[config.mk]
export PLATFORM = sky130hd
export DESIGN_NAME = iprt_ctrl
export DESIGN_NICKNAME = d
export VERILOG_FILES = /design/src/iprt_pkg.sv /design/src/iprt_ctrl.sv
export SDC_FILE = /design/constraint.sdc
export NUM_CORES = 1
export LEC_CHECK = 0
export BUFFER_PORTS_ARGS = -buffer_cell sky130_fd_sc_hd__buf_4
export CORE_MARGIN = 1.5
export CORE_UTILIZATION = 35
export CTS_CLUSTER_SIZE = 25
export DETAILED_ROUTE_END_ITERATION = 6
export SETUP_SLACK_MARGIN = 0.4
export SLEW_MARGIN = 15
export SYNTH_ARGS = -nofsm -noshare
export SYNTH_HDL_FRONTEND = slang
export SYNTH_SLANG_ARGS = --single-unit
[constraint.sdc]
create_clock -name pclk -period 5.1 [get_ports pclk]
set_input_delay 1.02 -clock pclk [delete_from_list [all_inputs] [get_ports pclk]]
set_output_delay 1.02 -clock pclk [all_outputs]
set_load 0.03 [all_outputs]
[src/iprt_pkg.sv]
// Package with register map, field layout and vector constants for the interrupt priority block.
package iprt_pkg;
   // Register indices; byte address is four times the index.
   localparam logic [7:0] IDX_TEST_CTRL = 8'h10;
   localparam logic [7:0] IDX_TEST_INJ = 8'h11;
   localparam logic [7:0] IDX_PROMOTE = 8'h1F;
   localparam int ADDR_W = 10;
   localparam logic [ADDR_W-1:0] ADDR_TEST_CTRL = {IDX_TEST_CTRL, 2'b00};
   localparam logic [ADDR_W-1:0] ADDR_TEST_INJ = {IDX_TEST_INJ, 2'b00};
   localparam logic [ADDR_W-1:0] ADDR_PROMOTE = {IDX_PROMOTE, 2'b00};

   // Test control register fields.
   localparam int TC_BANK_LSB = 0;
   localparam int TC_BANK_W = 4;
   localparam int TC_WEN_BIT = 4;
   localparam logic [4:0] TC_RESET = 5'h00;

   // Bank fifteen keeps only its three lowest test bits.
   localparam logic [3:0] TOP_BANK = 4'hF;
   localparam logic [7:0] TOP_BANK_MASK = 8'h07;
   localparam int BANK_BITS = 8;

   // Promotion register: field is bits 7:1, bit 0 reads as zero.
   localparam logic [6:0] PROMOTE_RESET = 7'h79;
   localparam logic [6:0] PROMOTE_MAX = 7'h79;
   localparam logic [7:0] IRQ_VEC_LO = 8'hF2;

   // Vector address high byte and fixed exception vectors.
   localparam logic [7:0] VEC_HI = 8'hFF;
   localparam logic [7:0] VEC_RESET = 8'hFE;
   localparam logic [7:0] VEC_CLKMON = 8'hFC;
   localparam logic [7:0] VEC_WDOG = 8'hFA;
   localparam logic [7:0] VEC_XIRQ = 8'hF4;
   localparam int NUM_RST = 3;
   localparam int UNTESTABLE_TOP = 5;
endpackage : iprt_pkg

[src/iprt_ctrl.sv]
// Interrupt priority resolver with promotion register and vector injection test registers.
//
// The APB register port was decided locally.
`timescale 1ns/100ps
module iprt_ctrl #(
   parameter int FIRST_BANK = 8
) (
   // Clock and reset.
   input wire logic pclk,
   input wire logic presetn,
   // APB slave.
   input wire logic psel,
   input wire logic penable,
   input wire logic pwrite,
   input wire logic [iprt_pkg::ADDR_W-1:0] paddr,
   input wire logic [31:0] pwdata,
   output logic [31:0] prdata,
   output logic pready,
   output logic pslverr,
   // Processor state.
   input wire logic cpu_imask,
   input wire logic cpu_xmask,
   input wire logic special_mode,
   // Request sources.
   input wire logic [iprt_pkg::NUM_RST-1:0] rst_req,
   input wire logic [(16-FIRST_BANK)*8-iprt_pkg::UNTESTABLE_TOP-1:0] periph_req,
   // Vector request to the processor.
   output logic vec_valid,
   output logic [15:0] vec_addr
);
   localparam int NUM_SLOTS = (16 - FIRST_BANK) * 8 - iprt_pkg::UNTESTABLE_TOP;
   localparam int XIRQ_SLOT = NUM_SLOTS - 1;
   localparam int IRQ_SLOT = NUM_SLOTS - 2;
   localparam logic [7:0] BASE_LO = 8'(FIRST_BANK * 16);
   localparam logic [6:0] BASE_SEL = 7'(FIRST_BANK * 8);

   generate
      if (FIRST_BANK < 1 || FIRST_BANK > 15) begin : g_bad_bank
         $error("FIRST_BANK must lie between 1 and 15");
      end
      if (iprt_pkg::NUM_RST != 3) begin : g_bad_rst
         $error("Reset group must hold three requests");
      end
      if (iprt_pkg::BANK_BITS != 8) begin : g_bad_bank_bits
         $error("Each test bank must hold eight bits");
      end
      if (iprt_pkg::ADDR_W < 10) begin : g_bad_addr
         $error("Address must reach the promotion register");
      end
      if (iprt_pkg::TC_WEN_BIT < iprt_pkg::TC_BANK_LSB + iprt_pkg::TC_BANK_W) begin : g_bad_tc
         $error("Test enable bit overlaps the bank selector");
      end
      if (NUM_SLOTS < 2) begin : g_bad_slots
         $error("At least the IRQ and XIRQ slots are needed");
      end
      if (IRQ_SLOT != int'(iprt_pkg::PROMOTE_MAX) - int'(BASE_SEL)) begin : g_bad_promo
         $error("Top promotion value must name the IRQ slot");
      end
      if (iprt_pkg::TOP_BANK != 4'hF) begin : g_bad_top
         $error("Truncated bank must be the last selector");
      end
   endgenerate

   logic [3:0] bank_sel;
   logic test_write_enable;
   logic [6:0] promote_sel;
   logic [NUM_SLOTS-1:0] inject;
   logic [NUM_SLOTS-1:0] eff_req;
   logic test_active;
   logic bank_present;
   logic [7:0] bank_mask;
   logic [7:0] bank_view;
   logic access_done;
   logic setup_access;
   logic addr_hit;
   logic [31:0] next_rdata;
   logic [7:0] next_vec_lo;
   logic next_vec_valid;
   int promo_slot;
   logic promo_valid;
   logic wr_test_ctrl;
   logic wr_test_inj;
   logic wr_promote;
   logic rst_hit;
   logic [7:0] rst_vec_lo;
   logic xirq_hit;
   logic mask_hit;
   logic [7:0] mask_lo;

   typedef enum logic [1:0] {
      IPRT_BUS_IDLE = 2'b00,
      IPRT_BUS_WAIT = 2'b01,
      IPRT_BUS_DONE = 2'b10
   } iprt_bus_t;

   iprt_bus_t bus_state;
   iprt_bus_t next_bus_state;

   assign access_done = psel & penable & pready;
   assign setup_access = (next_bus_state == IPRT_BUS_DONE);
   assign test_active = special_mode & test_write_enable;

   // Write strobes at the completing access cycle.
   always_comb begin
      wr_test_ctrl = 1'b0;
      wr_test_inj = 1'b0;
      wr_promote = 1'b0;
      if (access_done && pwrite) begin
         case (paddr)
            iprt_pkg::ADDR_TEST_CTRL: begin
               wr_test_ctrl = 1'b1;
            end
            iprt_pkg::ADDR_TEST_INJ: begin
               wr_test_inj = 1'b1;
            end
            iprt_pkg::ADDR_PROMOTE: begin
               wr_promote = 1'b1;
            end
            default: begin
               wr_test_ctrl = 1'b0;
            end
         endcase
      end
   end

   // Injection replaces the peripheral lines while test mode is on.
   assign eff_req = test_active ? inject : periph_req;

   // Selected bank decode, including the truncated top bank.
   always_comb begin
      bank_present = (32'(bank_sel) >= FIRST_BANK);
      bank_mask = 8'hFF;
      if (bank_sel == iprt_pkg::TOP_BANK) begin
         bank_mask = iprt_pkg::TOP_BANK_MASK;
      end
      if (!bank_present) begin
         bank_mask = 8'h00;
      end
   end

   // Bank view of the requests reaching the resolver.
   always_comb begin
      int slot;
      slot = 0;
      bank_view = 8'h00;
      for (int i = 0; i < iprt_pkg::BANK_BITS; i++) begin
         slot = (32'(bank_sel) - FIRST_BANK) * 8 + i;
         if (bank_mask[i] && slot >= 0 && slot < NUM_SLOTS) begin
            bank_view[i] = eff_req[slot];
         end
      end
   end

   // Test control register.
   always_ff @(posedge pclk or negedge presetn) begin
      if (!presetn) begin
         bank_sel <= iprt_pkg::TC_RESET[3:0];
         test_write_enable <= iprt_pkg::TC_RESET[4];
      end else if (wr_test_ctrl) begin
         bank_sel <= pwdata[iprt_pkg::TC_BANK_LSB +: iprt_pkg::TC_BANK_W];
         test_write_enable <= pwdata[iprt_pkg::TC_WEN_BIT];
      end
   end

   // Injection registers, one bank of eight slots per selector value from FIRST_BANK up, three slots in bank fifteen.
   always_ff @(posedge pclk or negedge presetn) begin
      if (!presetn) begin
         inject <= '0;
      end else if (wr_test_inj && test_active && bank_present) begin
         for (int i = 0; i < iprt_pkg::BANK_BITS; i++) begin
            if (bank_mask[i]) begin
               inject[(32'(bank_sel) - FIRST_BANK) * 8 + i] <= pwdata[i];
            end
         end
      end
   end

   // Promotion register, writable only with maskable interrupts masked.
   always_ff @(posedge pclk or negedge presetn) begin
      if (!presetn) begin
         promote_sel <= iprt_pkg::PROMOTE_RESET;
      end else if (wr_promote && cpu_imask) begin
         promote_sel <= pwdata[7:1];
      end
   end

   // Map the promotion value to a slot; bad values fall back to IRQ.
   always_comb begin
      promo_valid = (promote_sel >= BASE_SEL) && (promote_sel <= iprt_pkg::PROMOTE_MAX);
      promo_slot = IRQ_SLOT;
      if (promo_valid) begin
         promo_slot = 32'(promote_sel) - 32'(BASE_SEL);
      end
   end

   // Fixed reset group: power, clock monitor, watchdog.
   always_comb begin
      rst_hit = 1'b1;
      rst_vec_lo = 8'h00;
      if (rst_req[0]) begin
         rst_vec_lo = iprt_pkg::VEC_RESET;
      end else if (rst_req[1]) begin
         rst_vec_lo = iprt_pkg::VEC_CLKMON;
      end else if (rst_req[2]) begin
         rst_vec_lo = iprt_pkg::VEC_WDOG;
      end else begin
         rst_hit = 1'b0;
      end
   end

   // Non-maskable request, gated by the X mask only.
   assign xirq_hit = eff_req[XIRQ_SLOT] & ~cpu_xmask;

   // Maskable scan: highest address wins, promoted slot beats all.
   always_comb begin
      mask_hit = 1'b0;
      mask_lo = 8'h00;
      for (int i = 0; i < IRQ_SLOT + 1; i++) begin
         if (eff_req[i]) begin
            mask_hit = 1'b1;
            mask_lo = BASE_LO + 8'(i * 2);
         end
      end
      if (eff_req[promo_slot]) begin
         mask_hit = 1'b1;
         mask_lo = BASE_LO + 8'(promo_slot * 2);
      end
   end

   // Final choice; the I mask gates the maskable group only.
   always_comb begin
      next_vec_valid = 1'b1;
      next_vec_lo = 8'h00;
      if (rst_hit) begin
         next_vec_lo = rst_vec_lo;
      end else if (xirq_hit) begin
         next_vec_lo = iprt_pkg::VEC_XIRQ;
      end else if (mask_hit && !cpu_imask) begin
         next_vec_lo = mask_lo;
      end else begin
         next_vec_valid = 1'b0;
      end
   end

   // Registered vector request to the processor.
   always_ff @(posedge pclk or negedge presetn) begin
      if (!presetn) begin
         vec_valid <= 1'b0;
         vec_addr <= 16'h0000;
      end else begin
         vec_valid <= next_vec_valid;
         vec_addr <= {iprt_pkg::VEC_HI, next_vec_lo};
      end
   end

   // Read data mux for the APB slave.
   always_comb begin
      next_rdata = 32'h0000_0000;
      addr_hit = 1'b1;
      case (paddr)
         iprt_pkg::ADDR_TEST_CTRL: begin
            next_rdata[iprt_pkg::TC_BANK_LSB +: iprt_pkg::TC_BANK_W] = bank_sel;
            next_rdata[iprt_pkg::TC_WEN_BIT] = test_write_enable;
         end
         iprt_pkg::ADDR_TEST_INJ: begin
            if (special_mode) begin
               next_rdata[7:0] = bank_view;
            end
         end
         iprt_pkg::ADDR_PROMOTE: begin
            next_rdata[7:0] = {promote_sel, 1'b0};
         end
         default: begin
            addr_hit = 1'b0;
         end
      endcase
   end

   // Bus sequencer: setup, one wait state, then the answer cycle.
   always_comb begin
      next_bus_state = bus_state;
      case (bus_state)
         IPRT_BUS_IDLE: begin
            if (psel && penable) begin
               next_bus_state = IPRT_BUS_DONE;
            end else if (psel) begin
               next_bus_state = IPRT_BUS_WAIT;
            end
         end
         IPRT_BUS_WAIT: begin
            if (!psel) begin
               next_bus_state = IPRT_BUS_IDLE;
            end else if (penable) begin
               next_bus_state = IPRT_BUS_DONE;
            end
         end
         IPRT_BUS_DONE: begin
            next_bus_state = (psel && !penable) ? IPRT_BUS_WAIT : IPRT_BUS_IDLE;
         end
         default: begin
            next_bus_state = IPRT_BUS_IDLE;
         end
      endcase
   end

   always_ff @(posedge pclk or negedge presetn) begin
      if (!presetn) begin
         bus_state <= IPRT_BUS_IDLE;
      end else begin
         bus_state <= next_bus_state;
      end
   end

   // One wait state: answer registered in the first access cycle.
   always_ff @(posedge pclk or negedge presetn) begin
      if (!presetn) begin
         pready <= 1'b0;
         pslverr <= 1'b0;
         prdata <= 32'h0000_0000;
      end else if (setup_access) begin
         pready <= 1'b1;
         pslverr <= ~addr_hit;
         prdata <= pwrite ? 32'h0000_0000 : next_rdata;
      end else begin
         pready <= 1'b0;
         pslverr <= 1'b0;
         prdata <= 32'h0000_0000;
      end
   end
endmodule : iprt_ctrl

Word level (Yosys, flattened, before mapping)
Index checks and enable logic that the tools add are counted.
{"block": "totals", "reg_bits": 117, "elab_cells": 341}
{"block": "op_classes", "bitwise": 6, "reduce_logical": 36, "addsub": 10, "muxes": 228, "magnitude_cmp": 44, "eq_ne": 7}
{"op": "$mux W59", "n": 16}
{"op": "$mux W8", "n": 70}
{"op": "$ge A32 B1 Y1 const B", "n": 15}
{"op": "$lt A32 B7 Y1 const B", "n": 15}
{"op": "$bwmux W59", "n": 8}
{"op": "$lt A32 B8 Y1 const B", "n": 8}
{"op": "$mux W1", "n": 109}
{"op": "$add A32 B3 Y32 const B", "n": 3}
{"op": "$add A32 B2 Y32 const B", "n": 2}
{"op": "$bmux W1 S6", "n": 8}
{"op": "$demux W1 S6", "n": 7}
{"op": "$add A32 B1 Y32 const B", "n": 1}
{"op": "$logic_and A1 B1 Y1", "n": 32}
{"op": "$mux W32", "n": 1}
{"op": "$eq A10 B7 Y1 const B", "n": 3}
{"op": "$pmux W5 S3", "n": 1}
{"op": "$add A8 B4 Y9 const B", "n": 1}
{"op": "$add A8 B8 Y8 const A", "n": 1}
{"op": "$ge A8 B1 Y1 const B", "n": 1}
{"op": "$lt A8 B7 Y1 const B", "n": 1}
{"op": "$lt A8 B8 Y1 const B", "n": 1}
{"op": "$mux W2", "n": 4}
{"op": "$sub A7 B7 Y8 const B", "n": 1}
{"op": "$ge A7 B7 Y1 const B", "n": 1}
{"op": "other kinds (15)", "n": 21}

Longest topological paths before layout
Gate-level depths: netlist (run 1).
{"block": "logic_depth", "word_depth": 65, "mapped_depth": 13}

Least setup slack after synthesis (run 1)
No wires, ideal clock.
{"block": "synth_path", "path_kind": "input port to flip-flop", "start": "in special_mode", "end": "reg vec_addr[1]", "arrival_ns": 3.163, "setup_slack_ns": 1.811, "setup_ns": 0.126, "required_time_ns": 4.974, "stages": 9, "path_cell_list": "and2_1 buf_2 mux4_2 a2bb2oi_1 o2111ai_1 a31oi_2 a221oi_4 or3_1 a311o_1"}
{"block": "synth_between", "elab_chain_len": 65, "elab_cells_between_ends": 127}
{"element": "from (decl)", "line": "iprt_ctrl.sv:23", "source": "input wire logic special_mode,"}
{"element": "$and A1 B1 Y1 *", "line": "iprt_ctrl.sv:101", "source": "assign test_active = special_mode & test_write_enable;"}
{"element": "$mux W59 *", "line": "iprt_ctrl.sv:127", "source": "assign eff_req = test_active ? inject : periph_req;"}
{"element": "$mux W1 (58 in a row)", "line": "iprt_ctrl.sv:219", "source": "if (eff_req[i]) begin"}
{"element": "$mux W1", "line": "iprt_ctrl.sv:224", "source": "if (eff_req[promo_slot]) begin"}
{"element": "$logic_and A1 B1 Y1", "line": "iprt_ctrl.sv:238", "source": "end else if (mask_hit && !cpu_imask) begin"}
{"element": "$mux W8", "line": "iprt_ctrl.sv:238"}
{"element": "$mux W8 *", "line": "iprt_ctrl.sv:236", "source": "end else if (xirq_hit) begin"}
{"element": "$mux W8 *", "line": "iprt_ctrl.sv:234", "source": "if (rst_hit) begin"}
{"element": "net next_vec_lo[1]", "line": "iprt_ctrl.sv:77", "source": "logic [7:0] next_vec_lo;"}
{"element": "to (signal assigned)", "line": "iprt_ctrl.sv:252", "source": "vec_addr <= {iprt_pkg::VEC_HI, next_vec_lo};"}
{"element": "to (decl)", "line": "iprt_ctrl.sv:29", "source": "output logic [15:0] vec_addr"}
The timed path passes the listed nets; every way through them passes the cells marked *. The select of a mux whose other input is x is not followed.
A chain may end at the register's enable or synchronous reset.

Worst setup path in the final report (run 1)
Ends and elaborated chain as after synthesis.

==> flow_summary.json, run 1 <==
{
  "drcViolationCount": 0,
  "ys_warn_count": 0,
  "placed_area_um2": 8220,
  "path_class": "in2reg",
  "min-delay-path-class": "reg2reg",
  "port_buffers": 113,
  "synth_area_leaders": "dfrtp_1, mux2_2, mux2i_1",
  "dpl_worst_slack_ps": 638,
  "ioPinCount": 163,
  "cts.sinks": 91,
  "final_core_util": 0.417,
  "synthXorXnorAreaFrac": 0,
  "regToRegStartpoint": "test_write_enable$_DFFE_PN0P_",
  "ys_seq_elements": 91,
  "drtPass1Iterations": 6,
  "vias": 6789,
  "antenna_found_initial": 1,
  "synth_top_flop_cell": "dfrtp_1",
  "first_global_vias": 6305,
  "die_w_um": 148,
  "viasPerCell": 6.14,
  "coreArea_um2": 20400,
  "yosysTopAreaCell": "dfrtp_1",
  "startpoint_type": "primary input",
  "rows": 52,
  "nNetsFinal": 941,
  "cp.required_ps": 5340,
  "synth-edff-count": 0,
  "synthSimpleGateAreaFrac": 0.167,
  "finalCritPeriodShare": 0.816,
  "avgSynthCellArea_um2": 9.82,
  "layout_min_cycle_time_ps": 4160,
  "ctsHoldBuffers": 0,
  "drive_gt1_frac": 0.313,
  "arrival_ps": 4400,
  "worst_pin_slew_ps": 969,
  "clkLatencyLatePin_ps": 360,
  "die_h_um": 148,
  "finalInstanceArea_um2": 8530,
  "ctsRootBufferMaster": "clkbuf_16",
  "max_freq_mhz": 240,
  "route.final.wire_length_um": 26900,
  "skew_ps": 9.80,
  "cts_buffer_depth": 2,
  "hold_viol": 0,
  "grt_max_degree": 48,
  "wl_per_cell_um": 24.3,
  "syn_inst": 749,
  "rsz0062_at_grt": "false",
  "peakVddDrop_mv": 0.146,
  "fin_tns_setup_ps": 0,
  "dp_cells": 1088,
  "seq_area_frac_synth": 0.311,
  "cts-buffers-inserted": 9,
  "cts_setup_buffers": 0,
  "yosys.cell_types.count": 84,
  "syn2layout_area_growth_pct": 16.0,
  "cts_tree": "built",
  "cp_slowest_cell": "and2_1",
  "grt_usage": 0.246,
  "powerDensity_nw_per_um2": 201,
  "synth_compound_area_frac": 0.212,
  "place_hpwl_um": 20100,
  "cp_max_fo": 21,
  "max_slew_margin": 0.354,
  "cts_htree_levels": 3,
  "yosys.area.top_type_share": 0.293,
  "slew_violations": 0,
  "maxCapViolations": 0,
  "min-delay-start": "bus_state[1]$_DFF_PN0_",
  "crit_start": "special_mode",
  "start_util": 0.360,
  "synth_mux_area_frac": 0.235,
  "outcome": "complete, no violations",
  "async_flop_share": 1.00,
  "slowest_delay_ps": 820,
  "cp-end-kind": "flop",
  "grt_pass1_wl_um": 40000,
  "final_cells": 1105,
  "grt_overflow": 0,
  "clk_pin_slew_worst_paths_ps": 70,
  "drt_iter0_markers": 700,
  "post_cts_resized": 0,
  "ant_nets": 0,
  "die-area_um2": 21900,
  "setup_violations": 0,
  "synthAdderAreaFrac": 0,
  "p_leak_uw": 0.00382,
  "synth_area_um2": 7350,
  "gp_congestion": 0.957,
  "synth_top_family_by_area": "multiplexers",
  "fin_ws_ps": 936,
  "path_cells": "buf_4 -> and2_1 -> a21oi_1 -> or4b_1 -> or3_1 -> o41ai_4 -> nor3b_1 -> a311o_1"
}
metrics by stage:
step	power (uW)	hold WS, ps
2_1_floorplan	895	442
3_3_place_gp	1030	462
3_5_place_dp	1030	465
4_1_cts	1730	474
5_1_grt	1770	493
6_report	1710	471
path summary, 6_finish.rpt:
kind,endpoint,cells past startpoint,slack (ps)
min,pready$_DFF_PN0_,1,470
max reg2reg,vec_addr[1]$_DFF_PN0_,7,1230
min reg2reg,pready$_DFF_PN0_,1,470
min in group asynchronous,vec_addr[8]$_DFF_PN0_,1,670
max in group asynchronous,test_write_enable$_DFFE_PN0P_,2,3390
max,vec_addr[1]$_DFF_PN0_,8,940
final cells by class:
class,instances,area [um2]
Clock inverter,5,60.1
Tap cell,270,338
Antenna cell,1,2.50
Sequential cell,91,2280
Multi-Input combinational cell,591,4610
Timing Repair Buffer,124,943
Inverter,12,45.0
Clock buffer,11,243
Fill cell,2029,11900
logic make-up after synthesis:
logic type | Yosys count
multiplexers | 146
AO/OA/AOI/OAI | 203
AND/OR/NAND/NOR | 216
flip-flops | 91
other | 2
buffers and inverters | 91
cell usage after synthesis (all sizes together) (6+ instances only):
cell type / count
nor2: 48
a21oi: 31
clkbuf: 15
nor2b: 9
mux2: 80
nor4bb: 14
a211oi: 40
or3: 9
and2: 6
inv: 11
a211o: 7
nor3b: 7
o22ai: 11
o21ai: 16
a31oi: 10
nor3: 17
and3: 12
o211ai: 7
nand3: 10
nand2: 43
mux4: 12
nand2b: 11
a221oi: 15
dfrtp: 86
o31ai: 7
nor4: 8
buf: 64
mux2i: 54
a22oi: 6
critical path, delay by kind of cell:
family | cells | cell delay [ps]
and+or+nand+nor | 4 | 2110
AOI/OAI and AO/OA | 3 | 970
buffers and inverters | 1 | 250
where the power goes:
group	total [uW]	switching [uW]	internal (uW)
clock	694	298	396
combinational	291	186	106
sequential	728	2.38	726
total	1710	486	1230
per-layer routing:
layer  GRT usage  vias to the layer above  part of all wire
met5           0                        -           0.00045
met4      0.0792                        2             0.023
met2       0.377                      378              0.45
li1            -                     3038                 -
met1       0.355                     3324              0.45
met3      0.0355                       47             0.079
state kept, by name (all words and copies together) (netlist names):
signal	cells
bank_sel	4
bus_state	1
inject	59
prdata	8
pready	1
promote_sel	7
pslverr	1
test_write_enable	1
vec_addr	8
vec_valid	1
layout by cell type, fill, tap and decap left out, drive strengths merged, types with 7 or more instances in the layout:
| cell | Yosys | final |
|---|---|---|
| a221oi | 15 | 15 |
| a31oi | 10 | 10 |
| nor3b | 7 | 7 |
| nand3 | 10 | 10 |
| a211o | 7 | 7 |
| mux2i | 54 | 54 |
| o21ai | 16 | 16 |
| clkbuf | 15 | 11 |
| mux2 | 80 | 80 |
| o211ai | 7 | 7 |
| buf | 64 | 124 |
| nor4 | 8 | 8 |
| dfrtp | 86 | 86 |
| conb | 2 | 26 |
| o22ai | 11 | 11 |
| nor2b | 9 | 9 |
| nor3 | 17 | 17 |
| inv | 11 | 13 |
| a21oi | 31 | 31 |
| nand2b | 11 | 11 |
| a211oi | 40 | 40 |
| mux4 | 12 | 12 |
| nor4bb | 14 | 14 |
| nor2 | 48 | 48 |
| or3 | 9 | 9 |
| o31ai | 7 | 7 |
| nand2 | 43 | 43 |
| and3 | 12 | 12 |
Note: power is estimated with default switching activity, not from simulation.
==> inputs of run 2 (changes only) <==
Clock period 5.1 ns to 3.8 ns, I/O delays scaled along.
==> flow_summary.json, run 2 (same netlist as run 1, synthesis figures left out) <==
{
  "hold_viol": 0,
  "route.final.wire_length_um": 27800,
  "drcViolationCount": 0,
  "drive_gt1_frac": 0.353,
  "wl_per_cell_um": 24.2,
  "first_global_vias": 6558,
  "port_buffers": 113,
  "ctsRootBufferMaster": "clkbuf_16",
  "cts.sinks": 91,
  "grt_overflow": 0,
  "drtPass1Iterations": 5,
  "setup_violations": 0,
  "drt_iter0_markers": 579,
  "arrival_ps": 3520,
  "powerDensity_nw_per_um2": 265,
  "die_w_um": 148,
  "placed_area_um2": 8580,
  "start_util": 0.360,
  "slowest_delay_ps": 540,
  "die-area_um2": 21900,
  "maxCapViolations": 0,
  "coreArea_um2": 20400,
  "finalInstanceArea_um2": 8970,
  "grt_max_degree": 56,
  "viasPerCell": 6.10,
  "gp_congestion": 0.994,
  "cts-buffers-inserted": 9,
  "finalCritPeriodShare": 0.866,
  "cts_tree": "built",
  "skew_ps": 8.67,
  "reg_top3": "inject: 59 flops, prdata: 8 flops, vec_addr: 8 flops",
  "r2r_cells": 10,
  "path_cells": "nand2_4 -> buf_16 -> buf_4 -> mux2i_4 -> mux2i_1 -> a221o_1 -> o32ai_4 -> a221oi_4 -> or3_1 -> a311o_1",
  "ctsHoldBuffers": 0,
  "max_slew_margin": 0.403,
  "cp_max_fo": 28,
  "final_cell_mix": "buf_4, dfrtp_1, mux2_2",
  "cts_buffer_depth": 2,
  "ant_nets": 0,
  "max_freq_mhz": 304,
  "largest_register_ffs": 59,
  "vias": 7008,
  "cp-end-kind": "flop",
  "antenna_found_initial": 1,
  "crit_cells": 10,
  "grt_usage": 0.255,
  "clk_pin_slew_worst_paths_ps": 60,
  "min-delay-path-class": "in2async",
  "path_buf_inv": 2,
  "syn2layout_area_growth_pct": 22.1,
  "outcome": "complete, no violations",
  "layout_min_cycle_time_ps": 3290,
  "peakVddDrop_mv": 0.210,
  "cp_slowest_cell": "dfrtp_2",
  "path_class": "reg2reg",
  "fin_tns_setup_ps": 0,
  "cts_htree_levels": 3,
  "top_register": "inject",
  "worst_pin_slew_ps": 895,
  "fillers": 2051,
  "place_hpwl_um": 21200,
  "rsz0062_at_grt": "false",
  "grt_pass1_wl_um": 41200,
  "cp.required_ps": 4030,
  "crit_family": "compound AO/OA/AOI/OAI gates",
  "rows": 52,
  "ioPinCount": 163,
  "p_leak_uw": 0.00410,
  "slew_violations": 0,
  "nNetsFinal": 987,
  "final_common_cell": "buf_4",
  "startpoint_type": "flop",
  "clkLatencyLatePin_ps": 360,
  "die_h_um": 148,
  "n_antenna_cell": 0
}
run 2: layer usage:
layer  track usage  wire length (um)  vias up
li1              -                 -     3131
met1         0.365             12300     3433
met2         0.380             12100      388
met3        0.0444              2530       56
met4        0.0970               917        0
met5             0                 0        -
run 2: worst paths after layout:
path / from / to / slack, ps
worst max register to register: test_write_enable$_DFFE_PN0P_ / vec_addr[1]$_DFF_PN0_ / 510
max in group asynchronous: presetn / inject[37]$_DFFE_PN0P_ / 2620
worst max-delay path: test_write_enable$_DFFE_PN0P_ / vec_addr[1]$_DFF_PN0_ / 510
worst min-delay path: presetn / vec_addr[8]$_DFF_PN0_ / 400
min in group pclk: bus_state[1]$_DFF_PN0_ / pready$_DFF_PN0_ / 470
worst min register to register: bus_state[1]$_DFF_PN0_ / pready$_DFF_PN0_ / 470
run 2: layout make-up:
type	count	area, um2	share of cell area
multi-input cells	591	4640	0.517
flip-flops and latches	91	2280	0.255
repair buffers	170	1340	0.150
well taps	270	338	0.0376
clock buffers	11	253	0.0282
clock inverters	4	73.8	0.00823
inverters	12	45.0	0.00502
run 2: metrics by stage:
step | utilization | std cells | setup WS, ps | hold WS, ps | power [uW]
2_1_floorplan | - | 773 | 771 | 442 | 1200
3_3_place_gp | 0.420 | 1132 | 151 | 461 | 1400
3_5_place_dp | 0.420 | 1132 | 134 | 466 | 1400
4_1_cts | 0.436 | 1147 | 497 | 434 | 2390
5_1_grt | 0.439 | 1149 | 410 | 453 | 2460
6_report | 0.439 | 1149 | 510 | 404 | 2380
run 2: where the power goes:
part / total (uW) / leakage [uW] / switching (uW) / internal, uW
Combinational: 408 / 0.00273 / 252 / 156
Sequential: 977 / 0.00121 / 3.11 / 974
Clock: 992 / 0.000162 / 383 / 609
Total: 2380 / 0.00410 / 639 / 1740
run 2: worst register-to-register path, stage by stage (launching register included):
cell	delay (ps)
dfrtp_2	540
nand2_4	190
buf_16	220
buf_4	230
mux2i_4	260
mux2i_1	130
a221o_1	400
o32ai_4	340
a221oi_4	110
or3_1	410
a311o_1	350
run 2: what timing repair did:
item                       CTS  global route
resized for setup            0             8
setup endpoints to repair    0             4
setup buffers                0             1
